==> src/rtl/stc_pkg.sv <==
package stc_pkg;
	localparam int unsigned CLK_HZ        = 100_000_000;
	localparam int unsigned BAUD_57600    = 57600;
	localparam int unsigned BAUD_19200    = 19200;
	localparam int unsigned BAUD_9600     = 9600;
	localparam int unsigned BAUD_4800     = 4800;
	localparam int unsigned BIT_CYC_57600 = CLK_HZ / BAUD_57600;

	localparam logic [1:0] BAUD_SEL_57600 = 2'h0;
	localparam logic [1:0] BAUD_SEL_19200 = 2'h1;
	localparam logic [1:0] BAUD_SEL_9600  = 2'h2;
	localparam logic [1:0] BAUD_SEL_4800  = 2'h3;

	localparam logic [1:0] PAR_NONE = 2'h0;
	localparam logic [1:0] PAR_ODD  = 2'h1;
	localparam logic [1:0] PAR_EVEN = 2'h2;

	localparam logic [2:0] FMT_UTC_FIXED = 3'h0;
	localparam logic [2:0] FMT_MODE_TIME = 3'h1;
	localparam logic [2:0] FMT_MODE_EXT  = 3'h2;
	localparam logic [2:0] FMT_LEAP_EXT  = 3'h3;
	localparam logic [2:0] FMT_NENA      = 3'h4;
	localparam logic [2:0] FMT_NMEA      = 3'h5;

	localparam logic [1:0] TMODE_CDMA  = 2'h0;
	localparam logic [1:0] TMODE_LOCAL = 2'h1;
	localparam logic [1:0] TMODE_UTC   = 2'h2;

	localparam logic [11:0] CTRL_OFS = 12'h000;
	localparam logic [11:0] STAT_OFS = 12'h004;

	localparam logic [4:0] LAST_IDX_FIXED = 5'h0f;
	localparam logic [4:0] LAST_IDX_EXT   = 5'h1a;

	localparam logic [7:0] CH_SOH   = 8'h01;
	localparam logic [7:0] CH_COLON = 8'h3a;
	localparam logic [7:0] CH_SPACE = 8'h20;
	localparam logic [7:0] CH_QMARK = 8'h3f;
	localparam logic [7:0] CH_CR    = 8'h0d;
	localparam logic [7:0] CH_LF    = 8'h0a;
	localparam logic [7:0] CH_PLUS  = 8'h2b;
	localparam logic [7:0] CH_MINUS = 8'h2d;
	localparam logic [7:0] CH_G     = 8'h47;
	localparam logic [7:0] CH_L     = 8'h4c;
	localparam logic [7:0] CH_U     = 8'h55;
	localparam logic [3:0] DIGIT_HI = 4'h3;

	typedef struct packed {
		logic [2:0] fmt;
		logic [1:0] par;
		logic [1:0] baud;
	} stc_ctrl_s;

	localparam stc_ctrl_s CTRL_RST = '{fmt: FMT_UTC_FIXED, par: PAR_NONE, baud: BAUD_SEL_9600};

	// All time digits are BCD, one nibble per decimal digit
	typedef struct packed {
		logic [15:0] year;
		logic [11:0] doy;
		logic [7:0]  hour;
		logic [7:0]  minute;
		logic [7:0]  second;
	} stc_time_s;

	typedef struct packed {
		logic       locked;
		logic [3:0] fom;
		logic [1:0] tmode;
		logic       offset_neg;
		logic [7:0] offset_mag;
	} stc_status_s;
endpackage : stc_pkg

==> src/rtl/stc_serial_time_tx.sv <==
`timescale 1ns/1ps
`default_nettype none
// Function
// - The start bit of each second's on-time character begins no later than 100 us after the epoch.
// - At 19200 baud or faster the on-time character goes out within the first millisecond.
// - Time strings are sent from power-up on without any configuration.
// - The bit rate is selectable among 57600, 19200, 9600 and 4800 baud.
// - Parity is odd, even or none, with the matching bit appended or omitted.
// - A format selector picks one of six layouts, of which the first three are built here.
// - The UTC-fixed string is SOH, day, colon, hour, colon, minute, colon, second, quality, CR, LF.
// - The quality character is space when locked and question mark when unsynchronized.
// - In the UTC-fixed layout the CR is the on-time character, followed by LF.
// - The UTC-fixed format always carries UTC whatever the time mode.
// - The mode-time format uses the UTC-fixed layout with time in the configured mode.
// - The mode-extended format carries time in the configured mode, once each second.
// - In the mode-extended format the leading figure of merit character is the on-time character.
// - The mode-extended string ends with a time mode letter G, L or U before CR LF.
// - The mode-extended offset is a sign and half-hour magnitude, nonzero only in local mode.
module stc_serial_time_tx #(
	parameter int unsigned BIT_CYC_19200 = stc_pkg::CLK_HZ / stc_pkg::BAUD_19200,
	parameter int unsigned BIT_CYC_9600  = stc_pkg::CLK_HZ / stc_pkg::BAUD_9600,
	parameter int unsigned BIT_CYC_4800  = stc_pkg::CLK_HZ / stc_pkg::BAUD_4800
) (
	input  wire logic                CLK,
	input  wire logic                RST,
	input  wire logic                HSEL,
	input  wire logic [31:0]         HADDR,
	input  wire logic [1:0]          HTRANS,
	input  wire logic                HWRITE,
	input  wire logic [2:0]          HSIZE,
	input  wire logic [31:0]         HWDATA,
	input  wire logic                HREADY,
	output logic      [31:0]         HRDATA,
	output logic                     HREADYOUT,
	output logic                     HRESP,
	input  wire logic                EPOCH,
	input  wire stc_pkg::stc_time_s  UTC_TIME,
	input  wire stc_pkg::stc_time_s  MODE_TIME,
	input  wire stc_pkg::stc_status_s DEV_STATUS,
	output logic                     TXD
);
	import stc_pkg::*;

	typedef enum logic [2:0] {ST_IDLE, ST_START, ST_DATA, ST_PARITY, ST_STOP} stc_state_e;

	stc_ctrl_s   ctrl_q;
	stc_ctrl_s   lat_ctrl_q;
	stc_time_s   lat_time_q;
	stc_status_s lat_stat_q;
	stc_status_s stat_clean;
	stc_state_e  st_q;
	stc_state_e  st_d;
	logic [15:0] cnt_q;
	logic [15:0] cnt_d;
	logic [2:0]  bit_q;
	logic [2:0]  bit_d;
	logic [4:0]  idx_q;
	logic [4:0]  idx_d;
	logic        pend_q;
	logic        txd_q;
	logic        txd_d;
	logic [15:0] sent_q;
	logic        wr_pend_q;
	logic [11:0] wr_addr_q;
	logic [31:0] hrdata_q;
	logic [7:0]  ch_fixed;
	logic [7:0]  ch_ext;

	function automatic logic [15:0] bit_len(input logic [1:0] sel);
		logic [15:0] len;
		len = 16'(BIT_CYC_57600);
		case (sel)
			BAUD_SEL_19200: len = 16'(BIT_CYC_19200);
			BAUD_SEL_9600:  len = 16'(BIT_CYC_9600);
			BAUD_SEL_4800:  len = 16'(BIT_CYC_4800);
			default:        len = 16'(BIT_CYC_57600);
		endcase
		return len - 16'h0001;
	endfunction : bit_len

	function automatic logic [7:0] asc(input logic [3:0] digit);
		return {DIGIT_HI, digit};
	endfunction : asc

	// AHB-Lite slave: zero wait states, always OKAY
	wire        ahb_take  = HSEL && HTRANS[1] && HREADY;
	wire [11:0] ahb_ofs   = HADDR[11:0];
	wire        busy      = (st_q != ST_IDLE);
	wire [31:0] ctrl_word = {25'h0, ctrl_q};
	wire [31:0] stat_word = {sent_q, 14'h0, pend_q, busy};
	wire [31:0] rd_mux    = (ahb_ofs == CTRL_OFS) ? ctrl_word :
	                        (ahb_ofs == STAT_OFS) ? stat_word : 32'h00000000;
	wire        ctrl_wr   = wr_pend_q && (wr_addr_q == CTRL_OFS);

	assign HRDATA    = hrdata_q;
	assign HREADYOUT = 1'b1;
	assign HRESP     = 1'b0;

	always_ff @(posedge CLK or posedge RST)
	begin
		if (RST)
		begin
			wr_pend_q <= 1'b0;
			wr_addr_q <= 12'h000;
			hrdata_q  <= 32'h00000000;
		end
		else
		begin
			wr_pend_q <= ahb_take && HWRITE;
			wr_addr_q <= ahb_ofs;
			if (ahb_take && !HWRITE)
				hrdata_q <= rd_mux;
		end
	end

	// Reset value selects a defined format, so strings start without setup
	always_ff @(posedge CLK or posedge RST)
	begin
		if (RST)
			ctrl_q <= CTRL_RST;
		else if (ctrl_wr)
			ctrl_q <= HWDATA[6:0];
	end

	// Launch at the epoch, or at the next character boundary if a string overran the second
	wire launch    = (EPOCH || pend_q) && (!busy || (st_q == ST_STOP && cnt_q == 16'h0000));
	wire fmt_ok    = (ctrl_q.fmt <= FMT_MODE_EXT);
	wire new_utc   = (ctrl_q.fmt == FMT_UTC_FIXED);
	wire is_ext    = (lat_ctrl_q.fmt == FMT_MODE_EXT);
	wire par_on    = (lat_ctrl_q.par == PAR_ODD) || (lat_ctrl_q.par == PAR_EVEN);
	wire bit_end   = (cnt_q == 16'h0000);
	wire [4:0] last_idx = is_ext ? LAST_IDX_EXT : LAST_IDX_FIXED;
	wire [7:0] cur_char = is_ext ? ch_ext : ch_fixed;
	wire par_bit   = (lat_ctrl_q.par == PAR_ODD) ? ~^cur_char : ^cur_char;
	wire str_done  = (st_q == ST_STOP) && bit_end && (idx_q == last_idx);

	// Offset magnitude is forced to zero outside local mode
	always_comb
	begin
		stat_clean = DEV_STATUS;
		if (DEV_STATUS.tmode != TMODE_LOCAL)
			stat_clean.offset_mag = 8'h00;
	end

	always_ff @(posedge CLK or posedge RST)
	begin
		if (RST)
		begin
			lat_ctrl_q <= CTRL_RST;
			lat_time_q <= '0;
			lat_stat_q <= '0;
		end
		else if (launch)
		begin
			lat_ctrl_q <= ctrl_q;
			lat_time_q <= new_utc ? UTC_TIME : MODE_TIME;
			lat_stat_q <= stat_clean;
		end
	end

	// Fixed layout: CR LF mark this second, then the next second's prefix waits for its CR
	always_comb
	begin
		ch_fixed = CH_CR;
		case (idx_q)
			5'h01: ch_fixed = CH_LF;
			5'h02: ch_fixed = CH_SOH;
			5'h03: ch_fixed = asc(lat_time_q.doy[11:8]);
			5'h04: ch_fixed = asc(lat_time_q.doy[7:4]);
			5'h05: ch_fixed = asc(lat_time_q.doy[3:0]);
			5'h06: ch_fixed = CH_COLON;
			5'h07: ch_fixed = asc(lat_time_q.hour[7:4]);
			5'h08: ch_fixed = asc(lat_time_q.hour[3:0]);
			5'h09: ch_fixed = CH_COLON;
			5'h0a: ch_fixed = asc(lat_time_q.minute[7:4]);
			5'h0b: ch_fixed = asc(lat_time_q.minute[3:0]);
			5'h0c: ch_fixed = CH_COLON;
			5'h0d: ch_fixed = asc(lat_time_q.second[7:4]);
			5'h0e: ch_fixed = asc(lat_time_q.second[3:0]);
			5'h0f: ch_fixed = lat_stat_q.locked ? CH_SPACE : CH_QMARK;
			default: ch_fixed = CH_CR;
		endcase
	end

	// Extended layout: figure of merit first, so it rides on the epoch
	always_comb
	begin
		ch_ext = CH_SPACE;
		case (idx_q)
			5'h00: ch_ext = asc(lat_stat_q.fom);
			5'h02: ch_ext = asc(lat_time_q.year[15:12]);
			5'h03: ch_ext = asc(lat_time_q.year[11:8]);
			5'h04: ch_ext = asc(lat_time_q.year[7:4]);
			5'h05: ch_ext = asc(lat_time_q.year[3:0]);
			5'h07: ch_ext = asc(lat_time_q.doy[11:8]);
			5'h08: ch_ext = asc(lat_time_q.doy[7:4]);
			5'h09: ch_ext = asc(lat_time_q.doy[3:0]);
			5'h0b: ch_ext = asc(lat_time_q.hour[7:4]);
			5'h0c: ch_ext = asc(lat_time_q.hour[3:0]);
			5'h0d: ch_ext = CH_COLON;
			5'h0e: ch_ext = asc(lat_time_q.minute[7:4]);
			5'h0f: ch_ext = asc(lat_time_q.minute[3:0]);
			5'h10: ch_ext = CH_COLON;
			5'h11: ch_ext = asc(lat_time_q.second[7:4]);
			5'h12: ch_ext = asc(lat_time_q.second[3:0]);
			5'h14: ch_ext = lat_stat_q.offset_neg ? CH_MINUS : CH_PLUS;
			5'h15: ch_ext = asc(lat_stat_q.offset_mag[7:4]);
			5'h16: ch_ext = asc(lat_stat_q.offset_mag[3:0]);
			5'h18: ch_ext = (lat_stat_q.tmode == TMODE_CDMA) ? CH_G :
			                (lat_stat_q.tmode == TMODE_LOCAL) ? CH_L : CH_U;
			5'h19: ch_ext = CH_CR;
			5'h1a: ch_ext = CH_LF;
			default: ch_ext = CH_SPACE;
		endcase
	end

	always_comb
	begin
		st_d  = st_q;
		bit_d = bit_q;
		idx_d = idx_q;
		cnt_d = busy ? (bit_end ? bit_len(lat_ctrl_q.baud) : cnt_q - 16'h0001) : cnt_q;
		if (launch)
		begin
			st_d  = fmt_ok ? ST_START : ST_IDLE;
			idx_d = 5'h00;
			cnt_d = bit_len(ctrl_q.baud);
		end
		else if (bit_end)
		begin
			unique case (st_q)
				ST_IDLE: st_d = ST_IDLE;
				ST_START:
				begin
					st_d  = ST_DATA;
					bit_d = 3'h0;
				end
				ST_DATA:
				begin
					if (bit_q == 3'h7)
						st_d = par_on ? ST_PARITY : ST_STOP;
					else
						bit_d = bit_q + 3'h1;
				end
				ST_PARITY: st_d = ST_STOP;
				ST_STOP:
				begin
					if (idx_q == last_idx)
						st_d = ST_IDLE;
					else
					begin
						st_d  = ST_START;
						idx_d = idx_q + 5'h01;
					end
				end
			endcase
		end
	end

	always_comb
	begin
		txd_d = 1'b1;
		unique case (st_q)
			ST_IDLE:   txd_d = 1'b1;
			ST_START:  txd_d = 1'b0;
			ST_DATA:   txd_d = cur_char[bit_q];
			ST_PARITY: txd_d = par_bit;
			ST_STOP:   txd_d = 1'b1;
		endcase
	end

	always_ff @(posedge CLK or posedge RST)
	begin
		if (RST)
		begin
			st_q   <= ST_IDLE;
			cnt_q  <= 16'h0000;
			bit_q  <= 3'h0;
			idx_q  <= 5'h00;
			txd_q  <= 1'b1;
		end
		else
		begin
			st_q   <= st_d;
			cnt_q  <= cnt_d;
			bit_q  <= bit_d;
			idx_q  <= idx_d;
			txd_q  <= txd_d;
		end
	end

	// Epoch seen mid-character is held; a launch clears it even if a new epoch comes in the same cycle
	always_ff @(posedge CLK or posedge RST)
	begin
		if (RST)
		begin
			pend_q <= 1'b0;
			sent_q <= 16'h0000;
		end
		else
		begin
			pend_q <= (EPOCH && !launch) || (pend_q && !launch);
			if (str_done)
				sent_q <= sent_q + 16'h0001;
		end
	end

	assign TXD = txd_q;
endmodule : stc_serial_time_tx
`default_nettype wire

==> config.mk <==
export PLATFORM = sky130hd
export DESIGN_NAME = stc_serial_time_tx
export DESIGN_NICKNAME = d
export VERILOG_FILES = /design/src/rtl/stc_pkg.sv /design/src/rtl/stc_serial_time_tx.sv
export SDC_FILE = /design/constraint.sdc
export NUM_CORES = 1
export LEC_CHECK = 0
export BUFFER_PORTS_ARGS = -buffer_cell sky130_fd_sc_hd__buf_2
export CORE_UTILIZATION = 43
export DETAILED_ROUTE_END_ITERATION = 8
export PLACE_DENSITY_LB_ADDON = 0.05
export SETUP_SLACK_MARGIN = 0.1
export SLEW_MARGIN = 0
export SYNTH_ARGS = -nofsm -noshare
export SYNTH_HDL_FRONTEND = slang
export SYNTH_SLANG_ARGS = --single-unit
==> constraint.sdc <==
create_clock -name CLK -period 15.1 [get_ports CLK]
set_input_delay 1.51 -clock CLK [delete_from_list [all_inputs] [get_ports CLK]]
set_output_delay 1.51 -clock CLK [all_outputs]
set_load 0.005 [all_outputs]
==> results.txt, run 1 <==
TritonCTS clock tree: yes
Fmax: 238 MHz
1st-iter DRT viols: 610
Clk Latency, worst-skew pair: 0.43 ns
fraction of layout cells with a size suffix above 1: 22.4%
Die X: 147 µm
Post-synth ARST share: 100%
Root Driver: clkbuf_16
total global-route track usage: 22.7%
port bufs: 169
hold path depth: 2
chip height: 147 µm
Min Hold Slack: 0.469 ns
DR WL/cell: 17.6 µm
Post-DRT Antenna Nets: 0
Gate power share: 4.7%
drt drc: 0
crit share post-route: 27.8%
post-synthesis sequential area ratio: 45.0%
commonest non-fill, non-tap cell in the layout: buf_2
TritonRoute pass-1 iters: 6
leakage: 0.00487 µW
vias in the first global route: 7,254
first-pass GRT wire length: 38.8 mm
Post-CTS Resized: 0
most frequent cells in the layout: buf_2 (169), dfrtp_1 (160), nand2_1 (153)
Initial Utilization: 44.4%
Avg Cell Area, Syn: 9.52 µm²
hold crit path type: flop to flop
Setup WS pre-CTS: 10.53 ns
Seq pwr share: 46.7%
CTS buffer count: 17
final setup TNS: 0 ns
VDD IR max: 0.0678 mV
PnR worst setup slack: 10.90 ns
antenna violations before repair: 0
via/cell ratio: 5.54
Switch Pwr: 228 µW
critical path peak fanout: 19
WP data required: 15.41 ns
Std-Cell Rows: 52
# IOs: 230
Sw Ratio: 24.2%
status: finished clean
antenna cells: 0
DR vias: 7,577
Placed Cells: 1,336
synthesized area: 0.00907 mm²
CTS max path bufs: 2
GR Overflow Total: 0
Syn Inst Count: 953
crit end category: flop
slew of the pin with the lowest slew margin: 1.20 ns
Worst Setup Start Kind: flop
worst r2r path cells: 9
largest net degree at the start of global routing: 112
Yosys Warn Count: 0
core area: 0.0204 mm²
H-tree Lvls: 4
CTS Sinks: 163
critical setup path kind: flop to flop
fin crit period: 4.20 ns
Post-synth EDFFs: 0
Finished Core Util: 52.3%
Yosys reg bits: 163
Worst Skew: 0.0122 ns
relative slew slack: 19.7%
Post-CTS Setup Bufs: 0
Yosys cell types: 85
P_int: 716 µW
CTS clock-pin slew for the worst setup and hold paths: 0.07 ns
Non-Filler Instances: 1,368
Final Routed Wirelength: 24.1 mm
Final Hold Viols: 0
Pwr Density: 88.4 mW/mm²
Die ar.: 0.0217 mm²
unrepaired setup endpoints after global routing: no
Max Cap Viol: 0
fin. max-slew vios: 0
worst path arrival time: 4.51 ns
final setup vio count: 0
post-detail-place hpwl: 17.1 mm
nets@finish: 1,299
Synth Flop Type: dfrtp_1
Clock power frac: 48.6%
GPL Wtd Cong: 0.936
CTS Hold Buffers Added: 0
area added between synthesis and finish: 17.7%
-- metrics by stage --
step                power, µW  area, µm²
global placement          494      10000
detailed placement        495      10000
global route              978      10700
CTS                       957      10700
floorplan                 471       9110
finish                    944      10700
-- layout make-up --
class / instances / area, µm²
fill: 1956 / 9750
multi-input combinational: 702 / 4620
sequential: 163 / 4080
timing repair buffer: 177 / 906
clock buffer: 17 / 425
tap: 270 / 338
clock inverter: 15 / 211
inverter: 24 / 95.1
-- state kept, by name (all words and copies together), names as in the netlist, 3 cells and up --
signal,cells
bit_q,3
ctrl_q,7
idx_q,5
cnt_q,16
sent_q,16
wr_addr_q,12
st_q,3
lat_time_q,52
lat_ctrl_q,7
HRDATA,23
lat_stat_q,16
-- cells in the mapped netlist, types with 3 or more instances --
cell	number	area, µm²
buf_2	7	35.0
buf_1	7	26.3
nor2_1	34	128
o22ai_1	6	37.5
clkbuf_1	47	176
buf_4	11	82.6
nand3b_1	4	30.0
nor3_1	15	75.1
o311a_1	3	30.0
nor3b_1	4	30.0
xor2_1	8	70.1
a31oi_1	5	31.3
nand2b_1	9	56.3
o2111ai_1	3	26.3
mux2i_1	60	601
o21ai_0	81	405
o21ai_1	3	15.0
nand4_1	12	75.1
o31ai_1	4	30.0
a32oi_1	11	96.3
xnor2_1	20	175
nand4b_1	3	26.3
a21oi_1	36	180
a221oi_1	6	52.6
a22o_1	28	245
o221ai_1	3	26.3
a22oi_1	8	60.1
dfstp_2	3	78.8
nand3_1	33	165
nor4_1	10	62.6
dfrtp_1	160	4000
and3_1	8	50.1
inv_1	22	82.6
ha_1	19	238
and4_1	5	43.8
o211ai_1	4	30.0
a211oi_1	3	22.5
nor4_2	3	37.5
mux2_2	17	191
nand2_1	153	574
and2_1	3	18.8
nor2b_1	9	56.3
-- critical path, cell delays in order, from the launching register on --
cell and delay [ns]:
dfrtp_1 0.46, ha_1 0.74, nor4bb_1 0.95, a32oi_1 0.12, nand4_1 0.18, o22ai_1 0.09
a211oi_1 0.56, xnor3_1 0.52, xnor2_1 0.14, o22ai_1 0.31
-- cell families after synthesis --
family | after synthesis | synth area share, %
other | 2 | 0.0828
buffers and inverters | 97 | 4.65
multiplexers | 77 | 8.73
flip-flops | 163 | 45.0
XOR/XNOR | 30 | 3.20
AO/OA/AOI/OAI | 240 | 17.8
AND/OR/NAND/NOR | 325 | 17.9
adder cells (fa/ha/maj) | 19 | 2.62
-- path summary, 6_finish.rpt --
path	startpoint	end	slack [ns]
max	idx_q[0]$_DFFE_PP0P_	TXD$_DFF_PP1_	10.90
min	lat_stat_q[4]$_DFFE_PP0N_	lat_stat_q[4]$_DFFE_PP0N_	0.47
max reg2reg	idx_q[0]$_DFFE_PP0P_	TXD$_DFF_PP1_	10.90
min reg2reg	lat_stat_q[4]$_DFFE_PP0N_	lat_stat_q[4]$_DFFE_PP0N_	0.47
max in group asynchronous	RST	HRDATA[21]$_DFFE_PP0P_	12.52
min in group asynchronous	RST	lat_stat_q[14]$_DFFE_PP0N_	1.30
-- power groups by stage --
stage          Combinational (µW)  Clock [µW]  Sequential (µW)
3_3_place_gp                 45.1           0              449
6_report                     44.1         459              441
5_1_grt                      50.3         486              441
3_5_place_dp                 45.6           0              449
2_1_floorplan                22.4           0              449
4_1_cts                      45.7         470              441
-- routing by layer --
metal  part of all wire, %  track usage [%]  vias up
met4                   2.3             7.47        0
met5                     0                0        -
li1                      -                -     3704
met2                    48             36.8      244
met3                   5.4             4.60       31
met1                    45             30.4     3598
No activity file was read; power rests on OpenSTA's default activity.
==> inputs of run 2 (changes only) <==
- clock period: 15.1 -> 3.4 ns (I/O delays scaled with it)
==> results.txt, run 2 (synthesized netlist as in run 1, its figures left out) <==
Die ar.: 0.0217 mm²
P_int: 3040 µW
total global-route track usage: 23.6%
post-detail-place hpwl: 18.7 mm
port bufs: 169
Initial Utilization: 44.4%
largest net degree at the start of global routing: 136
nets@finish: 1,342
via/cell ratio: 5.52
leakage: 0.00512 µW
TritonRoute pass-1 iters: 5
Min Hold Slack: 0.0250 ns
Post-CTS Resized: 0
relative slew slack: 31.8%
Max Cap Viol: 0
Worst Setup Start Kind: flop
commonest non-fill, non-tap cell in the layout: buf_2
R2R Path Start: idx_q[0]$_DFFE_PP0P_
CTS buffer count: 17
fin. max-slew vios: 0
Final Hold Viols: 0
drt drc: 0
chip height: 147 µm
vias in the first global route: 7,483
fraction of layout cells with a size suffix above 1: 25.4%
DR vias: 7,793
1st-iter DRT viols: 494
crit share post-route: 96.0%
max reg flops: 52
Fmax: 307 MHz
Sw Ratio: 25.0%
DR WL/cell: 17.7 µm
beginning of the worst hold path: HADDR[7]
TritonCTS clock tree: yes
Pwr Density: 367 mW/mm²
CTS max path bufs: 2
critical setup path kind: flop to flop
WP data required: 3.74 ns
Seq pwr share: 48.4%
critical path peak fanout: 7
PnR worst setup slack: 0.138 ns
Non-Filler Instances: 1,411
area added between synthesis and finish: 21.7%
Root Driver: clkbuf_16
fin crit period: 3.26 ns
H-tree Lvls: 4
CTS Sinks: 163
Biggest register: lat_time_q
Final Routed Wirelength: 25.0 mm
GR Overflow Total: 0
Post-DRT Antenna Nets: 0
Die X: 147 µm
GPL Wtd Cong: 0.953
unrepaired setup endpoints after global routing: yes
Std-Cell Rows: 52
status: finished clean
Post-CTS Setup Bufs: 0
final setup vio count: 0
Setup WS pre-CTS: 0.142 ns
Clk Latency, worst-skew pair: 0.43 ns
CTS Hold Buffers Added: 0
Critical path origin: idx_q[0]$_DFFE_PP0P_
Gate power share: 5.0%
slew of the pin with the lowest slew margin: 1.02 ns
core area: 0.0204 mm²
VDD IR max: 0.289 mV
Switch Pwr: 1010 µW
antenna cells: 0
Finished Core Util: 54.1%
most frequent cells in the layout: buf_2 (169), dfrtp_1 (160), nand2_1 (153)
# IOs: 230
worst path arrival time: 3.61 ns
hold crit path type: input port to flop
Placed Cells: 1,379
CTS clock-pin slew for the worst setup and hold paths: 0.08 ns
final setup TNS: 0 ns
antenna violations before repair: 0
Worst Skew: 0.0134 ns
Clock power frac: 46.6%
first-pass GRT wire length: 39.9 mm
crit end category: flop
-- run 2: cell count changes in the layout (fill, tap and decap cells not counted), moves of 2 or more --
cell	delta
bufinv_16	-2
clkinv_8	+2
buf_12	+6
inv_8	-2
buf_4	+37
clkinv_2	+2
-- run 2: power by group through the flow --
| stage | Clock, µW | Sequential, µW | Combinational [µW] |
|---|---|---|---|
| after detailed placement | 0 | 2000 | 210 |
| after global placement | 0 | 2000 | 206 |
| after CTS | 1940 | 1960 | 210 |
| after floorplan | 0 | 1990 | 99.7 |
| final | 1890 | 1960 | 203 |
| after global routing | 2040 | 1960 | 230 |
-- run 2: per-stage QoR --
| step | power, µW | cell area [µm²] |
|---|---|---|
| 2_1_floorplan | 2090 | 9110 |
| 3_3_place_gp | 2200 | 10400 |
| 3_5_place_dp | 2210 | 10400 |
| 4_1_cts | 4110 | 11000 |
| 5_1_grt | 4230 | 11000 |
| 6_report | 4050 | 11000 |
-- run 2: final timing paths --
path / endpoint / slack [ns] / depth (start not counted)
worst min-delay path: wr_addr_q[7]$_DFF_PP0_ / 0.03 / 1
max in group asynchronous: ctrl_q[1]$_DFFE_PP1P_ / 2.39 / 3
worst max-delay path: TXD$_DFF_PP1_ / 0.14 / 12
worst max register to register: TXD$_DFF_PP1_ / 0.14 / 12
min in group asynchronous: cnt_q[14]$_DFFE_PP0P_ / 0.13 / 2
worst min register to register: lat_stat_q[6]$_DFFE_PP0N_ / 0.47 / 2
-- run 2: layout make-up --
| cell class | count | area [µm²] |
|---|---|---|
| fill | 1902 | 9380 |
| multi-input combinational | 702 | 4630 |
| sequential | 163 | 4080 |
| timing repair buffer | 220 | 1300 |
| clock buffer | 17 | 425 |
| tap | 270 | 338 |
| clock inverter | 15 | 171 |
| inverter | 24 | 93.8 |
-- run 2: per-layer routing --
metal  GRT usage [%]  vias up  wire length (µm)
met5               0        -                 0
met4            6.39        0               454
met3            4.69       30              1190
met2            39.0      225             12000
met1            31.5     3741             11400
li1                -     3797                 -
-- run 2: critical path: stages (launching register included) --
cell and delay (ns):
dfrtp_1 0.45, inv_1 0.13, ha_1 0.31, buf_4 0.21, and4b_1 0.38, a32oi_1 0.12
nand4_1 0.15, o22ai_1 0.10, a211oi_1 0.42, buf_4 0.20, xnor3_1 0.39, xnor2_1 0.14
o22ai_1 0.18
==> inputs of run 3 (changes only) <==
- CELL_PAD_IN_SITES_DETAIL_PLACEMENT: unset -> 1
- CELL_PAD_IN_SITES_GLOBAL_PLACEMENT: unset -> 2
- CORE_UTILIZATION: 43 -> 29
==> results.txt, run 3 (synthesized netlist as in run 1, its figures left out) <==
leakage: 0.00511 µW
CTS buffer count: 17
critical path peak fanout: 7
Max Cap Viol: 0
status: finished clean
fin. max-slew vios: 0
TritonCTS clock tree: yes
Biggest register: lat_time_q
Fmax: 319 MHz
area of the multi-input gates: 0.00464 mm²
Final Hold Viols: 0
final setup TNS: 0 ns
Initial Utilization: 29.6%
Die ar.: 0.0320 mm²
Min Hold Slack: 0.0123 ns
DR vias: 7,839
Root Driver: clkbuf_16
hold crit path type: input port to asynchronous set/reset pin
worst path arrival time: 3.50 ns
Die X: 179 µm
GR Overflow Total: 0
VDD IR max: 0.322 mV
# IOs: 230
final setup vio count: 0
max reg flops: 52
antenna violations before repair: 0
total global-route track usage: 19.2%
Final Routed Wirelength: 29.3 mm
unrepaired setup endpoints after global routing: yes
first-pass GRT wire length: 46.5 mm
Max stage delay on crit path: 0.59 ns
finished layout cell area: 0.0113 mm²
crit share post-route: 92.3%
slew of the pin with the lowest slew margin: 0.737 ns
via/cell ratio: 5.07
area added between synthesis and finish: 24.2%
Clock power frac: 47.7%
Seq pwr share: 47.1%
H-tree Lvls: 4
fill cell instance count of the final layout: 3,548
1st-iter DRT viols: 396
DR WL/cell: 18.9 µm
Switch Pwr: 1020 µW
crit end category: flop
Non-Filler Instances: 1,546
Placed Cells: 1,506
TritonRoute pass-1 iters: 4
critical setup path kind: flop to flop
GPL Wtd Cong: 0.880
CTS clock-pin slew for the worst setup and hold paths: 0.08 ns
largest net degree at the start of global routing: 75
relative slew slack: 50.8%
Worst Setup Start Kind: flop
port bufs: 169
Post-DP Area: 0.0106 mm²
fin crit period: 3.14 ns
Worst Skew: 0.0179 ns
Clk Latency, worst-skew pair: 0.45 ns
drt drc: 0
chip height: 179 µm
commonest non-fill, non-tap cell in the layout: buf_2
most frequent cells in the layout: buf_2 (169), dfrtp_1 (159), nand2_1 (153)
Std-Cell Rows: 64
post-detail-place hpwl: 21.8 mm
nets@finish: 1,351
antenna cells: 0
CTS Sinks: 163
Post-DRT Antenna Nets: 0
WP data required: 3.76 ns
Crit-path slowest cell: or4_4
P_int: 3130 µW
CTS max path bufs: 2
Pwr Density: 369 mW/mm²
CP Cell Sequence: ha_1, and3_1, ha_1, nand2b_1, nand2_1, or4_4, o22ai_1, a211oi_1, buf_4, xnor3_1, xnor2_1, o22ai_1
fraction of layout cells with a size suffix above 1: 25.4%
vias in the first global route: 8,126
Reg2Reg Setup Slack: 0.26 ns
Gate power share: 5.2%
core area: 0.0307 mm²
Sw Ratio: 24.6%
Sequential cell area: 0.00408 mm²
-- run 3: critical path: cells and delay by family (launching register included) --
kind	cells	cell delay, ns
simple gates	4	1.03
xor+xnor	2	0.51
fa+ha+maj	2	0.49
flops	1	0.45
compound gates	3	0.42
buf+inv	1	0.16
-- run 3: timing repair --
action / in CTS / in global routing
setup endpoints to repair: 0 / 3
endpoints found under the hold margin: 8 / 0
hold buffers: 8 / 0
buffers inserted: 0 / 0
resized for setup: 0 / 5
-- run 3: final timing paths --
check / from / endpoint / depth (start not counted)
min in group CLK: HADDR[3] / wr_addr_q[3]$_DFF_PP0_ / 1
setup / recovery: idx_q[0]$_DFFE_PP0P_ / TXD$_DFF_PP1_ / 12
hold reg to reg: sent_q[15]$_DFFE_PP0P_ / sent_q[15]$_DFFE_PP0P_ / 1
max in group asynchronous: RST / HRDATA[16]$_DFFE_PP0P_ / 3
setup reg to reg: idx_q[0]$_DFFE_PP0P_ / TXD$_DFF_PP1_ / 12
hold / removal: RST / HRDATA[0]$_DFFE_PP0P_ / 2
-- run 3: power by group through the flow --
stage / sequential, µW / clock, µW / combinational [µW]
after CTS: 1960 / 2050 / 223
after global routing: 1960 / 2130 / 245
final: 1960 / 1980 / 215
after detailed placement: 2000 / 0 / 216
after global placement: 2000 / 0 / 212
after floorplan: 1990 / 0 / 99.7
-- run 3: routing by layer --
layer  track usage, %  part of all wire (%)  vias up
met4             6.07                   1.8        0
met5                0                     0        -
met3             3.46                   3.8       30
li1                 -                     -     3802
met2             31.9                    48      163
met1             25.2                    46     3844
-- run 3: final cells by class --
cell class	instances	share of cell area (%)
Inverter	24	0.833
Clock buffer	20	4.05
Tap cell	396	4.40
Clock inverter	12	1.22
Timing Repair Buffer	229	12.1
Multi-Input combinational cell	702	41.1
Sequential cell	163	36.2
-- run 3: per-stage QoR --
stage / util, % / worst slack [ns] / power [µW]
floorplan: - / 0.296 / 2090
global placement: 34.5 / 0.283 / 2210
detailed placement: 34.5 / 0.251 / 2210
CTS: 36.7 / 0.224 / 4230
global route: 36.7 / 0.0808 / 4330
finish: 36.7 / 0.263 / 4150
